--- src/design/gzo_consts.vh ---
`ifndef GZO_CONSTS_VH
`define GZO_CONSTS_VH
// ==========================================
// Register byte offsets
`define GZO_OFF_CTRL 8'h00
`define GZO_OFF_TYPES 8'h04
`define GZO_OFF_FAULT 8'h08
`define GZO_OFF_STAT 8'h0c
// ==========================================
// Control fields and reset values
`define GZO_CB_BURST 0
`define GZO_CB_RS485 1
`define GZO_CB_HOTC 2
`define GZO_CB_V24EN 3
`define GZO_CB_ADDR 8
`define GZO_ADDR_RST 8'h30
`define GZO_TYPES_RST 20'h00000
// ==========================================
// Station types
`define GZO_TY_NONE 2'h0
`define GZO_TY_SINGLE 2'h1
`define GZO_TY_DUAL 2'h2
`define GZO_TY_BAD 2'h3
// ==========================================
// Offset limits and station list lengths
`define GZO_ZMIN 10'sh3a6
`define GZO_ZMAX 10'sh0a5
`define GZO_AMIN 11'sh781
`define GZO_AMAX 11'sh07f
`define GZO_LIST_HOT 4'h5
`define GZO_LIST_ALL 4'ha
// ==========================================
// Characters
`define GZO_CH_CR 8'h0d
`define GZO_CH_SP 8'h20
`define GZO_CH_Q 8'h3f
`define GZO_CH_DASH 8'h2d
`define GZO_CH_0 8'h30
`define GZO_CH_1 8'h31
`define GZO_CH_8 8'h38
`define GZO_CH_9 8'h39
`define GZO_CH_A 8'h41
`define GZO_CH_C 8'h43
`define GZO_CH_D 8'h44
`define GZO_CH_F 8'h46
`define GZO_CH_N 8'h4e
`define GZO_CH_O 8'h4f
`define GZO_CH_P 8'h50
`define GZO_CH_R 8'h52
`define GZO_CH_Z 8'h5a
`endif

--- src/design/gzo_mem.v ---
// ==========================================
// Offset store, registered read
module gzo_mem #(
	parameter AW = 4,
	parameter DW = 9
) (
	input wire clk,
	input wire we,
	input wire [AW-1:0] waddr,
	input wire [DW-1:0] wdata,
	input wire [AW-1:0] raddr,
	output reg [DW-1:0] rdata
);
	reg [DW-1:0] mem [0:(1<<AW)-1];

	always @(posedge clk) begin
		if (we)
			mem[waddr] <= wdata;
		rdata <= mem[raddr];
	end
endmodule // gzo_mem

--- src/design/gzo_cmd.v ---
`include "gzo_consts.vh"
// ==========================================
// What this block does
// RULE1 - Capture acks only stations one to eight
// RULE2 - Capture outside zero mode only stores
// RULE3 - Capture in zero mode applies at once
// RULE4 - Out-of-window capture sets fault, stores limit
// RULE5 - Fault flags stay until host clears
// RULE6 - Enable command enters zero mode, acks
// RULE7 - Disable leaves zero mode, stops auto
// RULE8 - Auto-on only in zero mode
// RULE9 - Auto offset cancels negative readings
// RULE10 - Auto-off keeps mode and last offset
// RULE11 - Clear zeroes all offsets
// RULE12 - Report refused in burst mode
// RULE13 - Report lists values then flag digits
// RULE14 - Zero -90..165, atmosphere -127..127
// RULE15 - Slots by station, dual takes two
// RULE16 - Flag digit one when range exceeded
// RULE17 - Atmosphere off/on keeps stored values
// RULE18 - Neutral preset keeps enable unchanged
// RULE19 - Host sends station and absolute pressure
// RULE20 - Station list length five or ten
// RULE21 - Multidrop address match, case sensitive
// RULE22 - Interlock gates filament, else N/A
// RULE23 - Rejects answer letter, question mark, CR
// RULE24 - Plain accepts answer A and CR
// RULE25 - State changes only on complete commands
module gzo_cmd #(
	parameter RW = 10,
	parameter [10:0] ATM_REF = 11'h2f8
) (
	input wire clk,
	input wire sys_rst,
	input wire [7:0] paddr,
	input wire psel,
	input wire penable,
	input wire pwrite,
	input wire [31:0] pwdata,
	output reg [31:0] prdata,
	output wire pready,
	output reg pslverr,
	input wire [7:0] rx_data,
	input wire rx_valid,
	output wire rx_ready,
	output reg [7:0] tx_data,
	output reg tx_valid,
	input wire tx_ready,
	input wire [8*RW-1:0] raw_reading,
	output reg [RW:0] corr_value,
	output reg [2:0] corr_station,
	output reg corr_valid,
	input wire fil_req,
	input wire v24_sig,
	output reg fil_en
);
	localparam S_IDLE = 8'h01;
	localparam S_EXEC = 8'h02;
	localparam S_RESP = 8'h04;
	localparam S_RLOAD = 8'h08;
	localparam S_RWAIT = 8'h10;
	localparam S_RCHR = 8'h20;
	localparam S_FLAG = 8'h40;
	localparam S_CLR = 8'h80;

	// ==========================================
	// Register file
	reg burst;
	reg rs485;
	reg hotc;
	reg v24en;
	reg [7:0] addr;
	reg [19:0] types;
	reg [15:0] flt;
	reg [15:0] flt_set;
	reg zm;
	reg az;
	reg atm_en;
	wire apb_wr;
	wire apb_setup;
	wire [15:0] flt_w1c;
	wire [1:0] v24code;
	wire [3:0] list_cnt;
	wire [31:0] stat_word;

	// Zero-wait slave: every access phase completes at once
	assign pready = 1'b1;
	assign apb_wr = psel & penable & pwrite;
	assign apb_setup = psel & ~penable;
	assign flt_w1c = (apb_wr && paddr == `GZO_OFF_FAULT) ? pwdata[15:0] : 16'h0000;
	// RULE22 - signal report code
	assign v24code = v24en ? {1'b0, v24_sig} : 2'h2;
	// RULE20 - list length
	assign list_cnt = hotc ? `GZO_LIST_HOT : `GZO_LIST_ALL;
	assign stat_word = {23'h000000, list_cnt, v24code, atm_en, az, zm};

	always @(posedge clk) begin
		if (sys_rst) begin
			burst <= 1'b0;
			rs485 <= 1'b0;
			hotc <= 1'b0;
			v24en <= 1'b0;
			addr <= `GZO_ADDR_RST;
			types <= `GZO_TYPES_RST;
		end else if (apb_wr && paddr == `GZO_OFF_CTRL) begin
			burst <= pwdata[`GZO_CB_BURST];
			rs485 <= pwdata[`GZO_CB_RS485];
			hotc <= pwdata[`GZO_CB_HOTC];
			v24en <= pwdata[`GZO_CB_V24EN];
			addr <= pwdata[`GZO_CB_ADDR +: 8];
		end else if (apb_wr && paddr == `GZO_OFF_TYPES) begin
			types <= pwdata[19:0];
		end
	end

	// Read data is latched in the setup cycle so it is stable through access
	always @(posedge clk) begin
		if (sys_rst) begin
			prdata <= 32'h00000000;
			pslverr <= 1'b0;
		end else if (apb_setup) begin
			pslverr <= 1'b0;
			case (paddr)
				`GZO_OFF_CTRL: prdata <= {16'h0000, addr, 4'h0, v24en, hotc, rs485, burst};
				`GZO_OFF_TYPES: prdata <= {12'h000, types};
				`GZO_OFF_FAULT: prdata <= {16'h0000, flt};
				`GZO_OFF_STAT: prdata <= stat_word;
				default: begin
					prdata <= 32'h00000000;
					pslverr <= 1'b1;
				end
			endcase
		end
	end

	// ==========================================
	// Sticky fault flags, set beats clear
	genvar g;
	generate
		for (g = 0; g < 16; g = g + 1) begin : g_flt
			always @(posedge clk) begin
				if (sys_rst)
					flt[g] <= 1'b0;
				// RULE5 - sticky until cleared
				else
					flt[g] <= flt_set[g] | (flt[g] & ~flt_w1c[g]);
			end
		end
	endgenerate

	// ==========================================
	// Filament interlock
	always @(posedge clk) begin
		if (sys_rst)
			fil_en <= 1'b0;
		// RULE22 - interlock gating
		else
			fil_en <= fil_req & (~v24en | v24_sig);
	end

	// ==========================================
	// Command engine state
	reg [7:0] st;
	reg [7:0] cb [0:4];
	reg [2:0] cn;
	reg ovf;
	reg adr_seen;
	reg adr_ok;
	reg [23:0] rsp;
	reg [1:0] rsn;
	reg [2:0] rs;
	reg ra;
	reg [2:0] ci;
	reg [4:0] clr_i;
	reg [3:0] mra;
	reg mwe;
	reg [3:0] mwa;
	reg [8:0] mwd;
	wire [8:0] mrd;
	reg [2:0] sw_st;
	reg [1:0] sw_ph;
	reg [8:0] sw_z;

	gzo_mem #(.AW(4), .DW(9)) u_mem (
		.clk(clk),
		.we(mwe),
		.waddr(mwa),
		.wdata(mwd),
		.raddr(mra),
		.rdata(mrd)
	);

	assign rx_ready = st[0];
	wire tx_busy = tx_valid & ~tx_ready;

	// Report slot walk
	wire [1:0] ty = types[{rs, 1'b0} +: 2];
	wire slot_ok = (ty == `GZO_TY_SINGLE && !ra) || ty == `GZO_TY_DUAL;
	wire nx_ra = !ra && ty == `GZO_TY_DUAL;
	wire last = !nx_ra && rs == 3'h7;

	// Decimal formatting of a stored value
	wire neg = mrd[8];
	wire [8:0] nv = 9'h000 - mrd;
	wire [7:0] mag = neg ? nv[7:0] : mrd[7:0];
	wire [7:0] q100 = mag / 8'h64;
	wire [7:0] q10 = mag / 8'h0a;
	wire [7:0] d_t = q10 % 8'h0a;
	wire [7:0] d_o = mag % 8'h0a;
	wire [7:0] c_h = `GZO_CH_0 + q100;
	wire [7:0] c_t = `GZO_CH_0 + d_t;
	wire [7:0] c_o = `GZO_CH_0 + d_o;
	wire lng = neg && q100 != 8'h00;
	reg [7:0] rch;
	wire rch_end = (ci == 3'h6 && !lng) || ci == 3'h7;

	always @* begin
		case (ci)
			3'h0: rch = `GZO_CH_1 + {5'h00, rs};
			3'h1: rch = ra ? `GZO_CH_A : `GZO_CH_Z;
			3'h2: rch = `GZO_CH_SP;
			3'h3: rch = neg ? `GZO_CH_DASH : c_h;
			3'h4: rch = lng ? c_h : c_t;
			3'h5: rch = lng ? c_t : c_o;
			3'h6: rch = lng ? c_o : `GZO_CH_SP;
			default: rch = `GZO_CH_SP;
		endcase
	end

	// Capture operand
	wire [3:0] zn = cb[1][3:0] - 4'h1;
	wire zn_ok = cb[1] >= `GZO_CH_1 && cb[1] <= `GZO_CH_8;
	wire signed [RW-1:0] rz = raw_reading[zn[2:0]*RW +: RW];
	wire z_lo = rz < `GZO_ZMIN;
	wire z_hi = rz > `GZO_ZMAX;
	localparam [9:0] ZMIN_W = `GZO_ZMIN;
	localparam [9:0] ZMAX_W = `GZO_ZMAX;
	localparam [10:0] AMIN_W = `GZO_AMIN;
	localparam [10:0] AMAX_W = `GZO_AMAX;
	wire [8:0] zmin = ZMIN_W[8:0];
	wire [8:0] zmax = ZMAX_W[8:0];
	wire [8:0] rz_c = z_lo ? zmin : (z_hi ? zmax : rz[8:0]);

	// Atmosphere operand
	wire dig2 = cb[2] >= `GZO_CH_0 && cb[2] <= `GZO_CH_9;
	wire dig3 = cb[3] >= `GZO_CH_0 && cb[3] <= `GZO_CH_9;
	wire dig4 = cb[4] >= `GZO_CH_0 && cb[4] <= `GZO_CH_9;
	wire [9:0] pv = {6'h00, cb[2][3:0]} * 10'h064 + {6'h00, cb[3][3:0]} * 10'h00a
		+ {6'h00, cb[4][3:0]};
	wire signed [10:0] ad = $signed({1'b0, pv}) - $signed(ATM_REF);
	wire [8:0] amin = AMIN_W[8:0];
	wire [8:0] amax = AMAX_W[8:0];
	wire a_lo = ad < `GZO_AMIN;
	wire a_hi = ad > `GZO_AMAX;
	wire [8:0] ad_c = a_lo ? amin : (a_hi ? amax : ad[8:0]);
	wire [1:0] aty = types[{zn[2:0], 1'b0} +: 2];

	// Background sweep operands
	wire signed [RW-1:0] sw_raw = raw_reading[sw_st*RW +: RW];
	wire [1:0] sw_ty = types[{sw_st, 1'b0} +: 2];
	wire sw_app = sw_ty == `GZO_TY_SINGLE || sw_ty == `GZO_TY_DUAL;
	wire signed [RW:0] zsub = zm ? {{(RW-8){sw_z[8]}}, sw_z} : 11'sh000;
	wire signed [RW:0] asub = (atm_en && sw_ty == `GZO_TY_DUAL) ?
		{{(RW-8){mrd[8]}}, mrd} : 11'sh000;
	wire signed [RW:0] sw_corr = {sw_raw[RW-1], sw_raw} - zsub - asub;
	wire sw_neg = sw_raw < $signed({sw_z[8], sw_z});
	wire sw_lo = sw_raw < `GZO_ZMIN;
	wire [8:0] sw_c = sw_lo ? zmin : sw_raw[8:0];

	task send(input [7:0] c);
		begin
			tx_valid <= 1'b1;
			tx_data <= c;
		end
	endtask

	task rej(input [7:0] l);
		begin
			rsp <= {l, `GZO_CH_Q, `GZO_CH_CR};
			rsn <= 2'h3;
		end
	endtask

	// RULE15 - ascending slots, dual takes two
	task adv(input [7:0] done_st, input [7:0] cont_st);
		begin
			if (nx_ra) begin
				ra <= 1'b1;
				st <= cont_st;
			end else begin
				ra <= 1'b0;
				rs <= rs + 3'h1;
				st <= last ? done_st : cont_st;
			end
		end
	endtask

	// ==========================================
	// Main sequencer
	always @(posedge clk) begin
		if (sys_rst) begin
			st <= S_IDLE;
			cn <= 3'h0;
			ovf <= 1'b0;
			adr_seen <= 1'b0;
			adr_ok <= 1'b0;
			rsp <= 24'h000000;
			rsn <= 2'h0;
			rs <= 3'h0;
			ra <= 1'b0;
			ci <= 3'h0;
			clr_i <= 5'h00;
			mra <= 4'h0;
			mwe <= 1'b0;
			mwa <= 4'h0;
			mwd <= 9'h000;
			zm <= 1'b0;
			az <= 1'b0;
			atm_en <= 1'b0;
			flt_set <= 16'h0000;
			tx_valid <= 1'b0;
			tx_data <= 8'h00;
			sw_st <= 3'h0;
			sw_ph <= 2'h0;
			sw_z <= 9'h000;
			corr_value <= 11'h000;
			corr_station <= 3'h0;
			corr_valid <= 1'b0;
		end else begin
			mwe <= 1'b0;
			flt_set <= 16'h0000;
			corr_valid <= 1'b0;
			if (tx_valid && tx_ready)
				tx_valid <= 1'b0;
			// Sweep only runs while idle, so it never fights a command for the store
			if (!st[0])
				sw_ph <= 2'h0;
			case (st)
				S_IDLE: begin
					sw_ph <= sw_ph + 2'h1;
					case (sw_ph)
						2'h0: mra <= {1'b0, sw_st};
						2'h1: mra <= {1'b1, sw_st};
						2'h2: sw_z <= mrd;
						default: begin
							corr_value <= sw_corr;
							corr_station <= sw_st;
							corr_valid <= 1'b1;
							sw_st <= sw_st + 3'h1;
							// RULE9 - cancel negative reading
							if (az && zm && sw_app && sw_neg) begin
								mwe <= 1'b1;
								mwa <= {1'b0, sw_st};
								mwd <= sw_c;
								flt_set[sw_st] <= sw_lo;
							end
						end
					endcase
					// RULE25 - act only on CR
					if (rx_valid) begin
						if (rx_data == `GZO_CH_CR) begin
							st <= S_EXEC;
						end else if (rs485 && !adr_seen) begin
							adr_seen <= 1'b1;
							// RULE21 - exact address match
							adr_ok <= rx_data == addr;
						end else if (cn < 3'h5) begin
							cb[cn] <= rx_data;
							cn <= cn + 3'h1;
						end else begin
							ovf <= 1'b1;
						end
					end
				end
				S_EXEC: begin
					cn <= 3'h0;
					ovf <= 1'b0;
					adr_seen <= 1'b0;
					adr_ok <= 1'b0;
					st <= S_RESP;
					// RULE24 - default accept answer
					rsp <= {`GZO_CH_A, `GZO_CH_CR, 8'h00};
					rsn <= 2'h2;
					// RULE23 - lettered rejects
					if (rs485 && !adr_ok) begin
						st <= S_IDLE;
					end else if (ovf) begin
						rej(`GZO_CH_O);
					end else if (cn == 3'h2 && cb[0] == `GZO_CH_Z) begin
						case (cb[1])
							// RULE6 - enter zero mode
							`GZO_CH_N: zm <= 1'b1;
							// RULE7 - leave mode, stop auto
							`GZO_CH_F: begin
								zm <= 1'b0;
								az <= 1'b0;
							end
							// RULE8 - auto only in zero mode
							`GZO_CH_A: begin
								if (zm)
									az <= 1'b1;
								else
									rej(`GZO_CH_D);
							end
							// RULE10 - auto off, offsets kept
							`GZO_CH_O: az <= 1'b0;
							// RULE11 - clear all offsets
							`GZO_CH_C: begin
								clr_i <= 5'h00;
								st <= S_CLR;
							end
							default: begin
								// RULE1 - station range check
								if (!zn_ok) begin
									rej(`GZO_CH_N);
								end else begin
									// RULE2 - offset stored, applied in zero mode
									// RULE3 - sweep applies it at once
									mwe <= 1'b1;
									mwa <= {1'b0, zn[2:0]};
									// RULE4 - clamp and flag
									mwd <= rz_c;
									flt_set[zn[2:0]] <= z_lo | z_hi;
								end
							end
						endcase
					end else if (cn == 3'h2 && cb[0] == `GZO_CH_O && cb[1] == `GZO_CH_Z) begin
						// RULE12 - no report in burst
						if (burst) begin
							rej(`GZO_CH_D);
						end else begin
							rs <= 3'h0;
							ra <= 1'b0;
							st <= S_RLOAD;
						end
					end else if (cn == 3'h2 && cb[0] == `GZO_CH_A) begin
						case (cb[1])
							// RULE17 - enable only, values kept
							`GZO_CH_F: atm_en <= 1'b0;
							`GZO_CH_N: atm_en <= 1'b1;
							// RULE18 - neutral values, enable untouched
							`GZO_CH_P: begin
								clr_i <= 5'h08;
								st <= S_CLR;
							end
							default: rej(`GZO_CH_R);
						endcase
					end else if (cn == 3'h5 && cb[0] == `GZO_CH_A) begin
						// RULE19 - absolute pressure expected
						if (!(dig2 && dig3 && dig4)) begin
							rej(`GZO_CH_C);
						end else if (!zn_ok) begin
							rej(`GZO_CH_N);
						end else if (aty != `GZO_TY_DUAL) begin
							rej(`GZO_CH_A);
						end else begin
							mwe <= 1'b1;
							mwa <= {1'b1, zn[2:0]};
							// RULE14 - atmosphere limits
							mwd <= ad_c;
							flt_set[{1'b1, zn[2:0]}] <= a_lo | a_hi;
						end
					end else begin
						rej(`GZO_CH_R);
					end
				end
				S_CLR: begin
					mwe <= 1'b1;
					mwa <= clr_i[3:0];
					mwd <= 9'h000;
					clr_i <= clr_i + 5'h01;
					if (clr_i == 5'h0f)
						st <= S_RESP;
				end
				S_RESP: begin
					if (!tx_busy) begin
						send(rsp[23:16]);
						rsp <= {rsp[15:0], 8'h00};
						rsn <= rsn - 2'h1;
						if (rsn == 2'h1)
							st <= S_IDLE;
					end
				end
				S_RLOAD: begin
					if (slot_ok) begin
						mra <= {ra, rs};
						st <= S_RWAIT;
					end else begin
						adv(S_FLAG, S_RLOAD);
					end
				end
				S_RWAIT: begin
					ci <= 3'h0;
					st <= S_RCHR;
				end
				S_RCHR: begin
					// RULE13 - value, then space
					if (!tx_busy) begin
						send(rch);
						ci <= ci + 3'h1;
						if (rch_end)
							adv(S_FLAG, S_RLOAD);
					end
				end
				S_FLAG: begin
					if (!slot_ok) begin
						adv(S_RESP, S_FLAG);
					end else if (!tx_busy) begin
						// RULE16 - one digit per slot
						send(`GZO_CH_0 + {7'h00, flt[{ra, rs}]});
						adv(S_RESP, S_FLAG);
					end
					rsp <= {`GZO_CH_CR, 16'h0000};
					rsn <= 2'h1;
				end
				default: st <= S_IDLE;
			endcase
		end
	end
endmodule // gzo_cmd

--- config.mk ---
export PLATFORM = sky130hd
export DESIGN_NAME = gzo_cmd
export DESIGN_NICKNAME = d
export VERILOG_FILES = /design/src/design/gzo_mem.v /design/src/design/gzo_cmd.v
export VERILOG_INCLUDE_DIRS = /design/src /design/src/design
export SDC_FILE = /design/constraint.sdc
export NUM_CORES = 1
export LEC_CHECK = 0
export BUFFER_PORTS_ARGS = -buffer_cell sky130_fd_sc_hd__buf_2
export CAP_MARGIN = 0
export CORE_ASPECT_RATIO = 0.75
export CORE_MARGIN = 2
export CORE_UTILIZATION = 25
export DETAILED_ROUTE_END_ITERATION = 8
export GPL_TIMING_DRIVEN = 0
export SYNTH_ARGS = -nofsm -noshare
export SYNTH_HDL_FRONTEND = slang
export SYNTH_HIERARCHICAL = 1
export SYNTH_SLANG_ARGS = --single-unit
--- constraint.sdc ---
create_clock -name clk -period 5.8 [get_ports clk]
set_clock_uncertainty 0.1 [all_clocks]
set_input_delay 0.29 -clock clk [delete_from_list [all_inputs] [get_ports clk]]
set_output_delay 0.29 -clock clk [all_outputs]
set_load 0.02 [all_outputs]
# ---- Word level (Yosys, flattened, before mapping)
# Memories as Yosys holds them, arrays and structs flattened. A register that Yosys moved wholly into a read port is not among the register bits.
# Index checks and enable logic that the tools add are counted.
dict set report word_totals {
  ff_bits 209
  output_inout_bits 60
  inputBits 137
  n_memories 2
  elab_cells 549
  ramBits 184
}
dict set report op_classes {
  n_mux 217
  shifts 5
  bitwise_logic 69
  reduce_logical 76
  addsub 19
  n_eq_ne 79
  multipliers 4
  n_div 4
  magnitude_cmp 22
}
# memory words word_bits rd rd_ports_with_merged_regs wr line_no
set memory_table {}
lappend memory_table {u_mem.mem 16 9 1 1 1 gzo_mem.v:14} ;# reg [DW-1:0] mem [0:(1<<AW)-1];
lappend memory_table {cb 5 8 5 0 1 gzo_cmd.v:164} ;# reg [7:0] cb [0:4];
# cell count
set ops {}
lappend ops {{2-to-1 mux 16 bit} 14}
lappend ops {{2-to-1 mux 8 bit} 25}
lappend ops {{2-to-1 mux 24 bit} 7}
lappend ops {{2-to-1 mux 9 bit} 18}
lappend ops {{variable part select 80 x 8 -> 10 bit} 2}
lappend ops {{equality test 8 x 7 -> 1 bit, second input constant} 11}
lappend ops {{one-hot mux 20 bit (4 select lines)} 1}
lappend ops {{one-hot mux 24 bit (3 select lines)} 1}
lappend ops {{2-to-1 mux 4 bit} 16}
lappend ops {{one-hot mux 8 bit (8 select lines)} 1}
lappend ops {{2-to-1 mux 1 bit} 60}
lappend ops {{2-to-1 mux 20 bit} 3}
lappend ops {{variable part select 20 x 5 -> 2 bit} 3}
lappend ops {{!= test 2 bit, second input constant} 25}
lappend ops {{2-to-1 mux 3 bit} 16}
lappend ops {{one-hot mux 8 bit (6 select lines)} 1}
lappend ops {{2-to-1 mux 5 bit} 8}
lappend ops {{one-hot mux 20 bit (2 select lines)} 1}
lappend ops {{2-to-1 mux 19 bit} 2}
lappend ops {{!= test 3 bit, second input constant} 12}
lappend ops {{2-to-1 mux 7 bit} 5}
lappend ops {{AND 16 x 8 -> 16 bit} 2}
lappend ops {{equality test 8 x 4 -> 1 bit, second input constant} 4}
lappend ops {{greater-or-equal comparator 8 x 6 -> 1 bit, second input constant} 4}
lappend ops {{other kinds (90)} 253}

# ---- Longest topological paths before layout
# Gate-level depths: netlist of run 1.
# An unclocked memory read counts as a cell.
dict set report logic_depth {
  word_depth 18
  mapped_depth 35
  depth_no_buf 33
}

# ---- By module
# Netlist of run 1, hierarchy kept.
# mod area_per_inst_um2 cells_each n_inst seq_area_each_um2
set modules_own_cells {}
lappend modules_own_cells {gzo_cmd 15061.9 1859 1 4844.6}
lappend modules_own_cells {gzo_mem 5780.5 254 1 4504.3}

# ---- Worst setup path before layout of run 1
# OpenSTA, ideal clock, no wires.
dict set report synth_timing {
  kind {reg-to-reg}
  startpoint {register u_mem.rdata[2], read port of u_mem.mem}
  endpoint {register tx_data[6]}
  path_stages_with_launch 33
  t_required_ns 5.570
  path_slack_ns -0.524
  arrival_time_ns 6.093
  path_cell_list {dfxtp_1 > nor3_2 > nand2b_1 > xnor2_2 > inv_2 > ha_1 > nor2_1 > o21ai_0 > a32oi_2 > nand3_1 > a31oi_1 > or2_1 > buf_6 > clkinv_4 > xnor2_1 > inv_1 > ha_1 > a21oi_1 > maj3_2 > o21a_2 > nand2_4 > or3_1 > buf_2 > o21ai_0 > a21oi_1 > ha_1 > o32a_1 > a2bb2oi_1 > a32oi_1 > mux2i_1 > xnor2_1 > a221oi_1 > nor3_1}
}
dict set report synth_via {
  elab_chain_cells 9
  word_cells_on_any_way 18
  classes_between {4 x add/sub; 4 x div; 8 x mux; 2 x reduce/logical}
}
# item line_no
set synth_rtl {}
lappend synth_rtl {{from (decl)} gzo_mem.v:12} ;# output reg [DW-1:0] rdata
lappend synth_rtl {{subtractor 1 x 8 -> 8 bit} gzo_cmd.v:204} ;# wire [8:0] nv = 9'h000 - mrd;
lappend synth_rtl {{2-to-1 mux 8 bit *} gzo_cmd.v:205} ;# wire [7:0] mag = neg ? nv[7:0] : mrd[7:0];
lappend synth_rtl {{divider 8 x 4 -> 8 bit or divider 8 x 7 -> 8 bit (tied branches)} {gzo_cmd.v:207, gzo_cmd.v:206}}
lappend synth_rtl {{remainder unit 8 x 4 -> 8 bit or nonzero test 8 bit (tied branches)} {gzo_cmd.v:208, gzo_cmd.v:213}}
lappend synth_rtl {{adder 6 x 8 -> 8 bit (no line) or logical AND 1 bit (tied branches)} --}
lappend synth_rtl {{2-to-1 mux 8 bit, on equally long branches} --}
lappend synth_rtl {{one-hot mux 8 bit (6 select lines) *} gzo_cmd.v:218} ;# case (ci)
lappend synth_rtl {{2-to-1 mux 8 bit *} gzo_cmd.v:498} ;# if (!tx_busy) begin
lappend synth_rtl {{one-hot mux 8 bit (3 select lines) *} gzo_cmd.v:338} ;# case (st)
lappend synth_rtl {{to (signal assigned)} gzo_cmd.v:322} ;# tx_data <= 8'h00;
lappend synth_rtl {{to (decl)} gzo_cmd.v:46} ;# output reg [7:0] tx_data,
# Every way passes the cells marked *; elsewhere a longest branch is shown, timed or not. The select of a mux whose other input is x is not followed.
# A chain may end at the register's enable or synchronous reset.

# ---- Worst setup path after layout of run 1
dict set report layout_timing {
  startpoint {register u_mem.rdata[1], read port of u_mem.mem}
  endpoint {register tx_data[6]}
}
# The elaborated chain is that of the path after synthesis.

==> results_dict.tcl, run 1 <==
set metrics [dict create \
    outcome "complete, but fails checks" \
    violations "setup timing" \
    postSynthCellCount 2113 \
    synth_cell_type_count 109 \
    ys_warn_count 6 \
    portBuffers 170 \
    synth.top_cell.area_share_pct 26.51 \
    wl_mm 70.22 \
    multiInputGateArea_mm2 0.01105 \
    antenna_found_initial 0 \
    hold_end "fil_en" \
    die-area_mm2 0.08572 \
    met1_length_mm 32.53 \
    syn2layout_area_growth_pct 22.59 \
    arrival_ns 6.19 \
    cts_buffers 41 \
    vias 18090 \
    cts_tree "done" \
    worstMarginPinSlew_ns 1.187 \
    slowest_stage "dfxtp_4" \
    clk_latency_ns 0.59 \
    rsz0062_at_grt "yes" \
    initial_core_util_pct 25.28 \
    pwr_density_cell_mw_per_mm2 551.8 \
    first_iter_violations 1906 \
    synth_area_leader_cell "edfxtp_1" \
    worstHoldPathType "input port to flop" \
    gp_congestion 0.9197 \
    num_io_pins 197 \
    wl_met3_mm 7.222 \
    layout_commonest_cell "nand2_1" \
    max_stage_delay_ns 0.39 \
    critPathKind "flop to flop" \
    die_h_um 254.1 \
    grt_pass1_wl_mm 104.7 \
    final_cell_mix "260 x nand2_1, 195 x nor2_1, 185 x dfxtp_1" \
    nets 2652 \
    peakVddDrop_uv 859.9 \
    path_max_fanout 4 \
    ys_seq_elements 375 \
    wl_per_cell_um 19.75 \
    ys_top_cells_by_area "edfxtp_1 27%, dfxtp_1 18%, ha_1 5.5%" \
    reg2reg_slack_ns -0.08 \
    cts_buffer_depth 3 \
    synth_area_mm2 0.02084 \
    clock-root-buffer "clkbuf_16" \
    p_leak_nw 9.242 \
    n_fill_cell 8592 \
    drtAntennaViolNets 0 \
    wl_met2_mm 28.61 \
    startpoint_type "flop" \
    cts.clk_slew.worst_paths_ns 0.06 \
    hold_viol 0 \
    design.core.area_mm2 0.08243 \
    cp-end-kind "flop" \
    finalSetupViolCount 1 \
    ys.flop_type "dfxtp_1" \
    power_mw 14.10 \
    grtUsageTotal_pct 16.00 \
    regArea_mm2 0.009364 \
    grt_overflow_total 0 \
    hp-start "v24_sig" \
    avgSynthCellArea_um2 9.864 \
    hpwl_mm 52.93 \
    cts.sinks 375 \
    min_path_cells 3 \
    drive_gt1_share_pct 18.44 \
    top_layer "met4" \
    slew_headroom_pct 20.89 \
    synth-seq-area-share_pct 44.86 \
    max_freq_ghz 0.1700 \
    fin_crit_ns 5.883 \
    synth_edf_count 184 \
    drv_slew 0 \
    r2r-end "tx_data[6]" \
    cts.htree.levels 2 \
    maxCapViolCount 0 \
    crit_required_ns 6.11 \
    diodes 0 \
    worst-r2r-cell-count 33 \
    via_per_inst 5.088 \
    whs_ns 0.02168 \
    rows 91 \
    drc 0 \
    async_reset_ff_share_pct 0 \
    reg2reg_from "u_mem/rdata[1]" \
    grt_max_degree 18 \
    grt_pass1_vias 16840 \
    post-route-period-util_pct 101.4 \
    die_x_um 337.4 \
    fin_util_pct 31.00 \
    final.setup.worst_slack_ns -0.08328 \
    dr.pass1.iters 5 \
]
## cell usage after synthesis, types with 6 or more instances
library cell,number
mux4_2,33
o21bai_1,7
a221o_1,7
and3_1,22
edfxtp_1,184
xor2_1,18
a21o_1,15
nor3_1,50
o21ai_0,66
dfxtp_1,191
buf_6,6
or2_2,8
a221oi_1,18
nor2b_1,25
or3_1,10
nand4_1,9
xnor2_1,33
nor4_1,11
nand2b_1,20
a211o_1,7
o22ai_1,49
a31oi_1,14
ha_1,92
a211oi_1,25
o21ai_1,11
nor3b_1,12
a22o_1,17
buf_2,7
o22a_1,7
o211ai_1,9
mux2i_1,29
nand2_1,263
mux4_1,15
buf_4,14
nand3_1,63
nand3b_1,11
inv_1,74
and2_1,24
nor2_1,199
clkbuf_1,76
a21oi_1,169
a22oi_1,66
fa_1,15
o221ai_1,8
## how the worst max path moves through the flow
stage              startpoint  slack (ns)    endpoint
6_report       u_mem/rdata[1]       -0.08  tx_data[6]
5_1_grt        u_mem/rdata[0]       -0.30  tx_data[6]
4_1_cts        u_mem/rdata[1]       -0.11  tx_data[6]
3_5_place_dp   u_mem/rdata[8]       -0.98  tx_data[6]
3_3_place_gp   u_mem/rdata[8]       -1.01  tx_data[6]
2_1_floorplan  u_mem/rdata[0]      0.0005  tx_data[6]
## report_power, final
part / internal [mW] / total, mW / switching, mW / leakage (nW)
logic: 3.60 / 8.44 / 4.84 / 5.31
clock network: 1.56 / 2.68 / 1.12 / 0.663
registers: 2.86 / 2.98 / 0.121 / 3.27
## worst max-delay path, delay by kind of cell (launching register included)
| kind | cells | cell delay (ns) |
|---|---|---|
| AO/OA/AOI/OAI | 12 | 2.41 |
| XOR/XNOR | 2 | 0.29 |
| adder cells (fa/ha/maj) | 5 | 0.98 |
| buffers and inverters | 6 | 0.44 |
| flip-flops | 1 | 0.39 |
| multiplexers | 1 | 0.12 |
| AND/OR/NAND/NOR | 7 | 0.98 |
## cell families (layout without fill, tap and decap cells)
logic type / after synthesis / in the layout / synth area share (%)
adder cells (fa/ha/maj): 108 / 108 / 7.018
XOR/XNOR: 53 / 53 / 2.299
other: 2 / 13 / 0.03603
buffers and inverters: 190 / 506 / 4.130
multiplexers: 80 / 80 / 7.012
flip-flops: 375 / 375 / 44.86
AND/OR/NAND/NOR: 753 / 753 / 16.94
AO/OA/AOI/OAI: 552 / 552 / 17.71
## stage by stage
| step | cells | area, um2 | setup WS [ns] | TNS, ns |
|---|---|---|---|---|
| 2_1_floorplan | 2124 | 21010 | 0.0005209 | 0 |
| 3_3_place_gp | 3410 | 23260 | -1.014 | -4.550 |
| 3_5_place_dp | 3412 | 23280 | -0.9773 | -4.527 |
| 4_1_cts | 3547 | 25350 | -0.1074 | -0.1074 |
| 5_1_grt | 3556 | 25550 | -0.3044 | -0.7982 |
| 6_report | 3556 | 25550 | -0.08328 | -0.08328 |
## area by class of cell
type	count	area share (%)
multi-input cells	1559	43.24
flip-flops and latches	375	36.65
repair buffers	242	5.764
well taps	1116	5.465
clock buffers	56	4.437
plain buffers	108	2.243
inverters	81	1.273
clock inverters	19	0.9304
## metal layers
layer,up-vias,track usage (%)
li1,8434,-
met1,8662,23.30
met2,881,22.62
met3,115,4.533
met4,0,4.838
met5,-,0
## registers in the layout, indices dropped and copies added, names as in the netlist, 4 cells and up
| register | flops |
|---|---|
| flt_set | 16 |
| u_mem/rdata | 9 |
| sw_z | 9 |
| flt | 16 |
| mwd | 9 |
| clr_i | 5 |
| cb | 40 |
| corr_value | 11 |
| tx_data | 8 |
| st | 8 |
| rsp | 9 |
| mra | 4 |
| addr | 8 |
| prdata | 20 |
| mwa | 4 |
| u_mem/mem | 144 |
| types | 20 |
## repair_timing
| item | in CTS | in global routing |
|---|---|---|
| setup endpoints to repair | 8 | 18 |
| cloned | 0 | 0 |
| resized for setup | 41 | 37 |
| hold endpoints to repair | 89 | 0 |
| hold buffers | 29 | 0 |
| buffers inserted | 31 | 10 |
| pin swaps | 27 | 32 |
No activity file was read; power rests on OpenSTA's default activity.
==> inputs of run 2 (changes only) <==
--- a/config.mk
+++ b/config.mk
@@ -6,6 +6,7 @@
 export SDC_FILE = /design/constraint.sdc
 export NUM_CORES = 1
 export LEC_CHECK = 0
+export ABC_AREA = 1
 export BUFFER_PORTS_ARGS = -buffer_cell sky130_fd_sc_hd__buf_2
 export CAP_MARGIN = 0
 export CORE_ASPECT_RATIO = 0.75
==> results_dict.tcl, run 2 <==
set metrics [dict create \
    design.core.area_mm2 0.08553 \
    finalSetupViolCount 0 \
    hpwl_mm 57.65 \
    whs_ns 0.05929 \
    drtAntennaViolNets 0 \
    die_h_um 258.1 \
    ys.flop_type "dfxtp_1" \
    via_per_inst 4.861 \
    startpoint_type "flop" \
    n_fill_cell 9142 \
    path_max_fanout 9 \
    antenna_found_initial 1 \
    fin_crit_ns 5.523 \
    postSynthCellCount 2711 \
    max_freq_ghz 0.1811 \
    stdcell_area_mm2 0.02587 \
    cts_buffers 41 \
    slew_headroom_pct 5.673 \
    peakVddDrop_uv 1249 \
    max_stage_delay_ns 0.57 \
    clock-root-buffer "clkbuf_16" \
    grt_max_degree 18 \
    cts_buffer_depth 3 \
    ys_warn_count 6 \
    die-area_mm2 0.08847 \
    post-route-period-util_pct 95.22 \
    reg.largest.list "u_mem/mem: 144 flops, cb: 40 flops" \
    critPathKind "flop to flop" \
    cts.sinks 375 \
    power_mw 15.74 \
    vias 20180 \
    pre_cts_slack_ns -0.6453 \
    gp_congestion 0.9378 \
    p_leak_nw 10.77 \
    path_cells "inv_1 > nor3_4 > clkinvlp_4 > o22ai_1 > a211oi_1 > o2111ai_1 > ha_1 > nand2_1 > inv_1 > nand2_1 > fa_1 > ha_1 > a21oi_1 > inv_1 > a31oi_1 > o21ai_0 > a21oi_1 > inv_1 > a21oi_1 > o21bai_1 > a21oi_1 > xor2_1 > o21ai_0 > inv_1" \
    ys_seq_elements 375 \
    final_cell_mix "544 x nand2_1, 411 x inv_1, 193 x nand3_1" \
    worstMarginPinSlew_ns 1.404 \
    synthTopCellsByCount "547 x nand2_1, 415 x inv_1, 198 x nand3_1, 191 x dfxtp_1, 184 x edfxtp_1" \
    multiInputGateArea_mm2 0.01020 \
    num_io_pins 197 \
    synth.top_cell.area_share_pct 25.67 \
    fin_util_pct 30.25 \
    rows 93 \
    cts.htree.levels 2 \
    path_common_cell "inv_1" \
    grt_pass1_vias 18290 \
    async_reset_ff_share_pct 0 \
    final.setup.worst_slack_ns 0.2774 \
    drv_slew 0 \
    clk_latency_ns 0.59 \
    synth.most_common_cell "nand2_1" \
    grt_pass1_wl_mm 110.8 \
    die_x_um 342.8 \
    grtUsageTotal_pct 16.13 \
    synth-seq-area-share_pct 43.44 \
    cts.clk_slew.worst_paths_ns 0.06 \
    regMostFlops "u_mem/mem" \
    regArea_mm2 0.009355 \
    diodes 0 \
    arrival_ns 5.90 \
    grt_overflow_total 0 \
    nets 3223 \
    drc 0 \
    synth_cell_type_count 67 \
    slowest_stage "dfxtp_2" \
    syn2layout_area_growth_pct 20.20 \
    first_iter_violations 2119 \
    cts_tree "done" \
    outcome "finished, final reports clean" \
    maxCapViolCount 0 \
    synth_area_mm2 0.02152 \
    avgSynthCellArea_um2 7.938 \
    place_area_mm2 0.02387 \
    synth_edf_count 184 \
    worstHoldPathType "input port to flop" \
    wl_mm 74.89 \
    portBuffers 170 \
    ys_top_cells_by_area "edfxtp_1 26%, dfxtp_1 18%, nand2_1 9.5%" \
    drive_gt1_share_pct 13.72 \
    reg2reg_slack_ns 0.28 \
    initial_core_util_pct 25.16 \
    largest_register_ffs 144 \
    hold_viol 0 \
    pwr_density_cell_mw_per_mm2 608.5 \
    layout_commonest_cell "nand2_1" \
    cp-end-kind "flop" \
    wl_per_cell_um 18.04 \
    synth_area_leader_cell "edfxtp_1" \
    crit_required_ns 6.17 \
    dr.pass1.iters 7 \
]
==> run 2: changes by cell type after synthesis, moves of 29 or more <==
cell,previous run,this run
inv_1,74,415
nand2_1,263,547
nand3_1,63,198
o21ai_0,66,175
a22oi_1,66,4
nor2_1,199,163
mux4_2,33,0
clkbuf_1,76,44
mux2i_1,29,0
==> run 2: final timing paths <==
| path | from | end | depth (start not counted) |
|---|---|---|---|
| worst min-delay path | paddr[3] | prdata[18] | 4 |
| worst max register to register | sw_st[2] | corr_value[10] | 24 |
| worst min register to register | flt_set[10] | flt[10] | 2 |
| worst max-delay path | sw_st[2] | corr_value[10] | 24 |
==> run 2: routing by layer <==
metal  global-route usage, %  wire [um]  up-vias
met3                   5.168       8946      124
met1                   23.75      34440     9418
met2                   22.52      30020      962
met4                   3.789       1485        0
met5                       0          0        -
li1                        -          -     9674
==> run 2: timing repair <==
item	in CTS	in global routing
setup endpoints to repair	28	31
buffers inserted	0	11
endpoints found under the hold margin	73	0
gates resized for setup	10	32
hold buffers	30	0
pin swaps	0	4
cloned	0	1
==> run 2: kinds of logic (layout without fill, tap and decap cells) <==
logic type | after synthesis | count (layout) | share of synthesized area (%)
compound gates | 557 | 557 | 15.20
xor+xnor | 46 | 46 | 1.942
fa+ha+maj | 107 | 107 | 6.744
buf+inv | 531 | 819 | 10.12
flops | 375 | 375 | 43.44
other cells | 2 | 13 | 0.03490
simple gates | 1093 | 1094 | 22.52
==> run 2: final cells by class <==
cell class	instances	area share, %
inverters	443	6.520
multi-input cells	1817	39.44
clock inverters	18	0.9335
clock buffers	57	4.634
flip-flops and latches	375	36.16
plain buffers	87	1.944
repair buffers	214	4.846
well taps	1140	5.514
==> run 2: through the flow <==
| stage | TNS (ns) | cells |
|---|---|---|
| floorplan | 0 | 2722 |
| global placement | -4.608 | 4032 |
| detailed placement | -5.372 | 4035 |
| CTS | 0 | 4139 |
| global route | -0.1404 | 4151 |
| finish | 0 | 4151 |
==> run 2: worst max-delay path, delay by kind of cell (launching register included) <==
family	cells	cell delay, ns
AOI/OAI and AO/OA	11	1.80
buffers and inverters	6	1.15
adders and majority gates	3	1.05
and+or+nand+nor	3	0.66
DFF	1	0.57
xor gates and xnor gates	1	0.08
==> run 2: report_power, final <==
part,switching [mW],internal (mW)
logic,6.57,3.29
clock network,1.16,1.61
registers,0.173,2.94
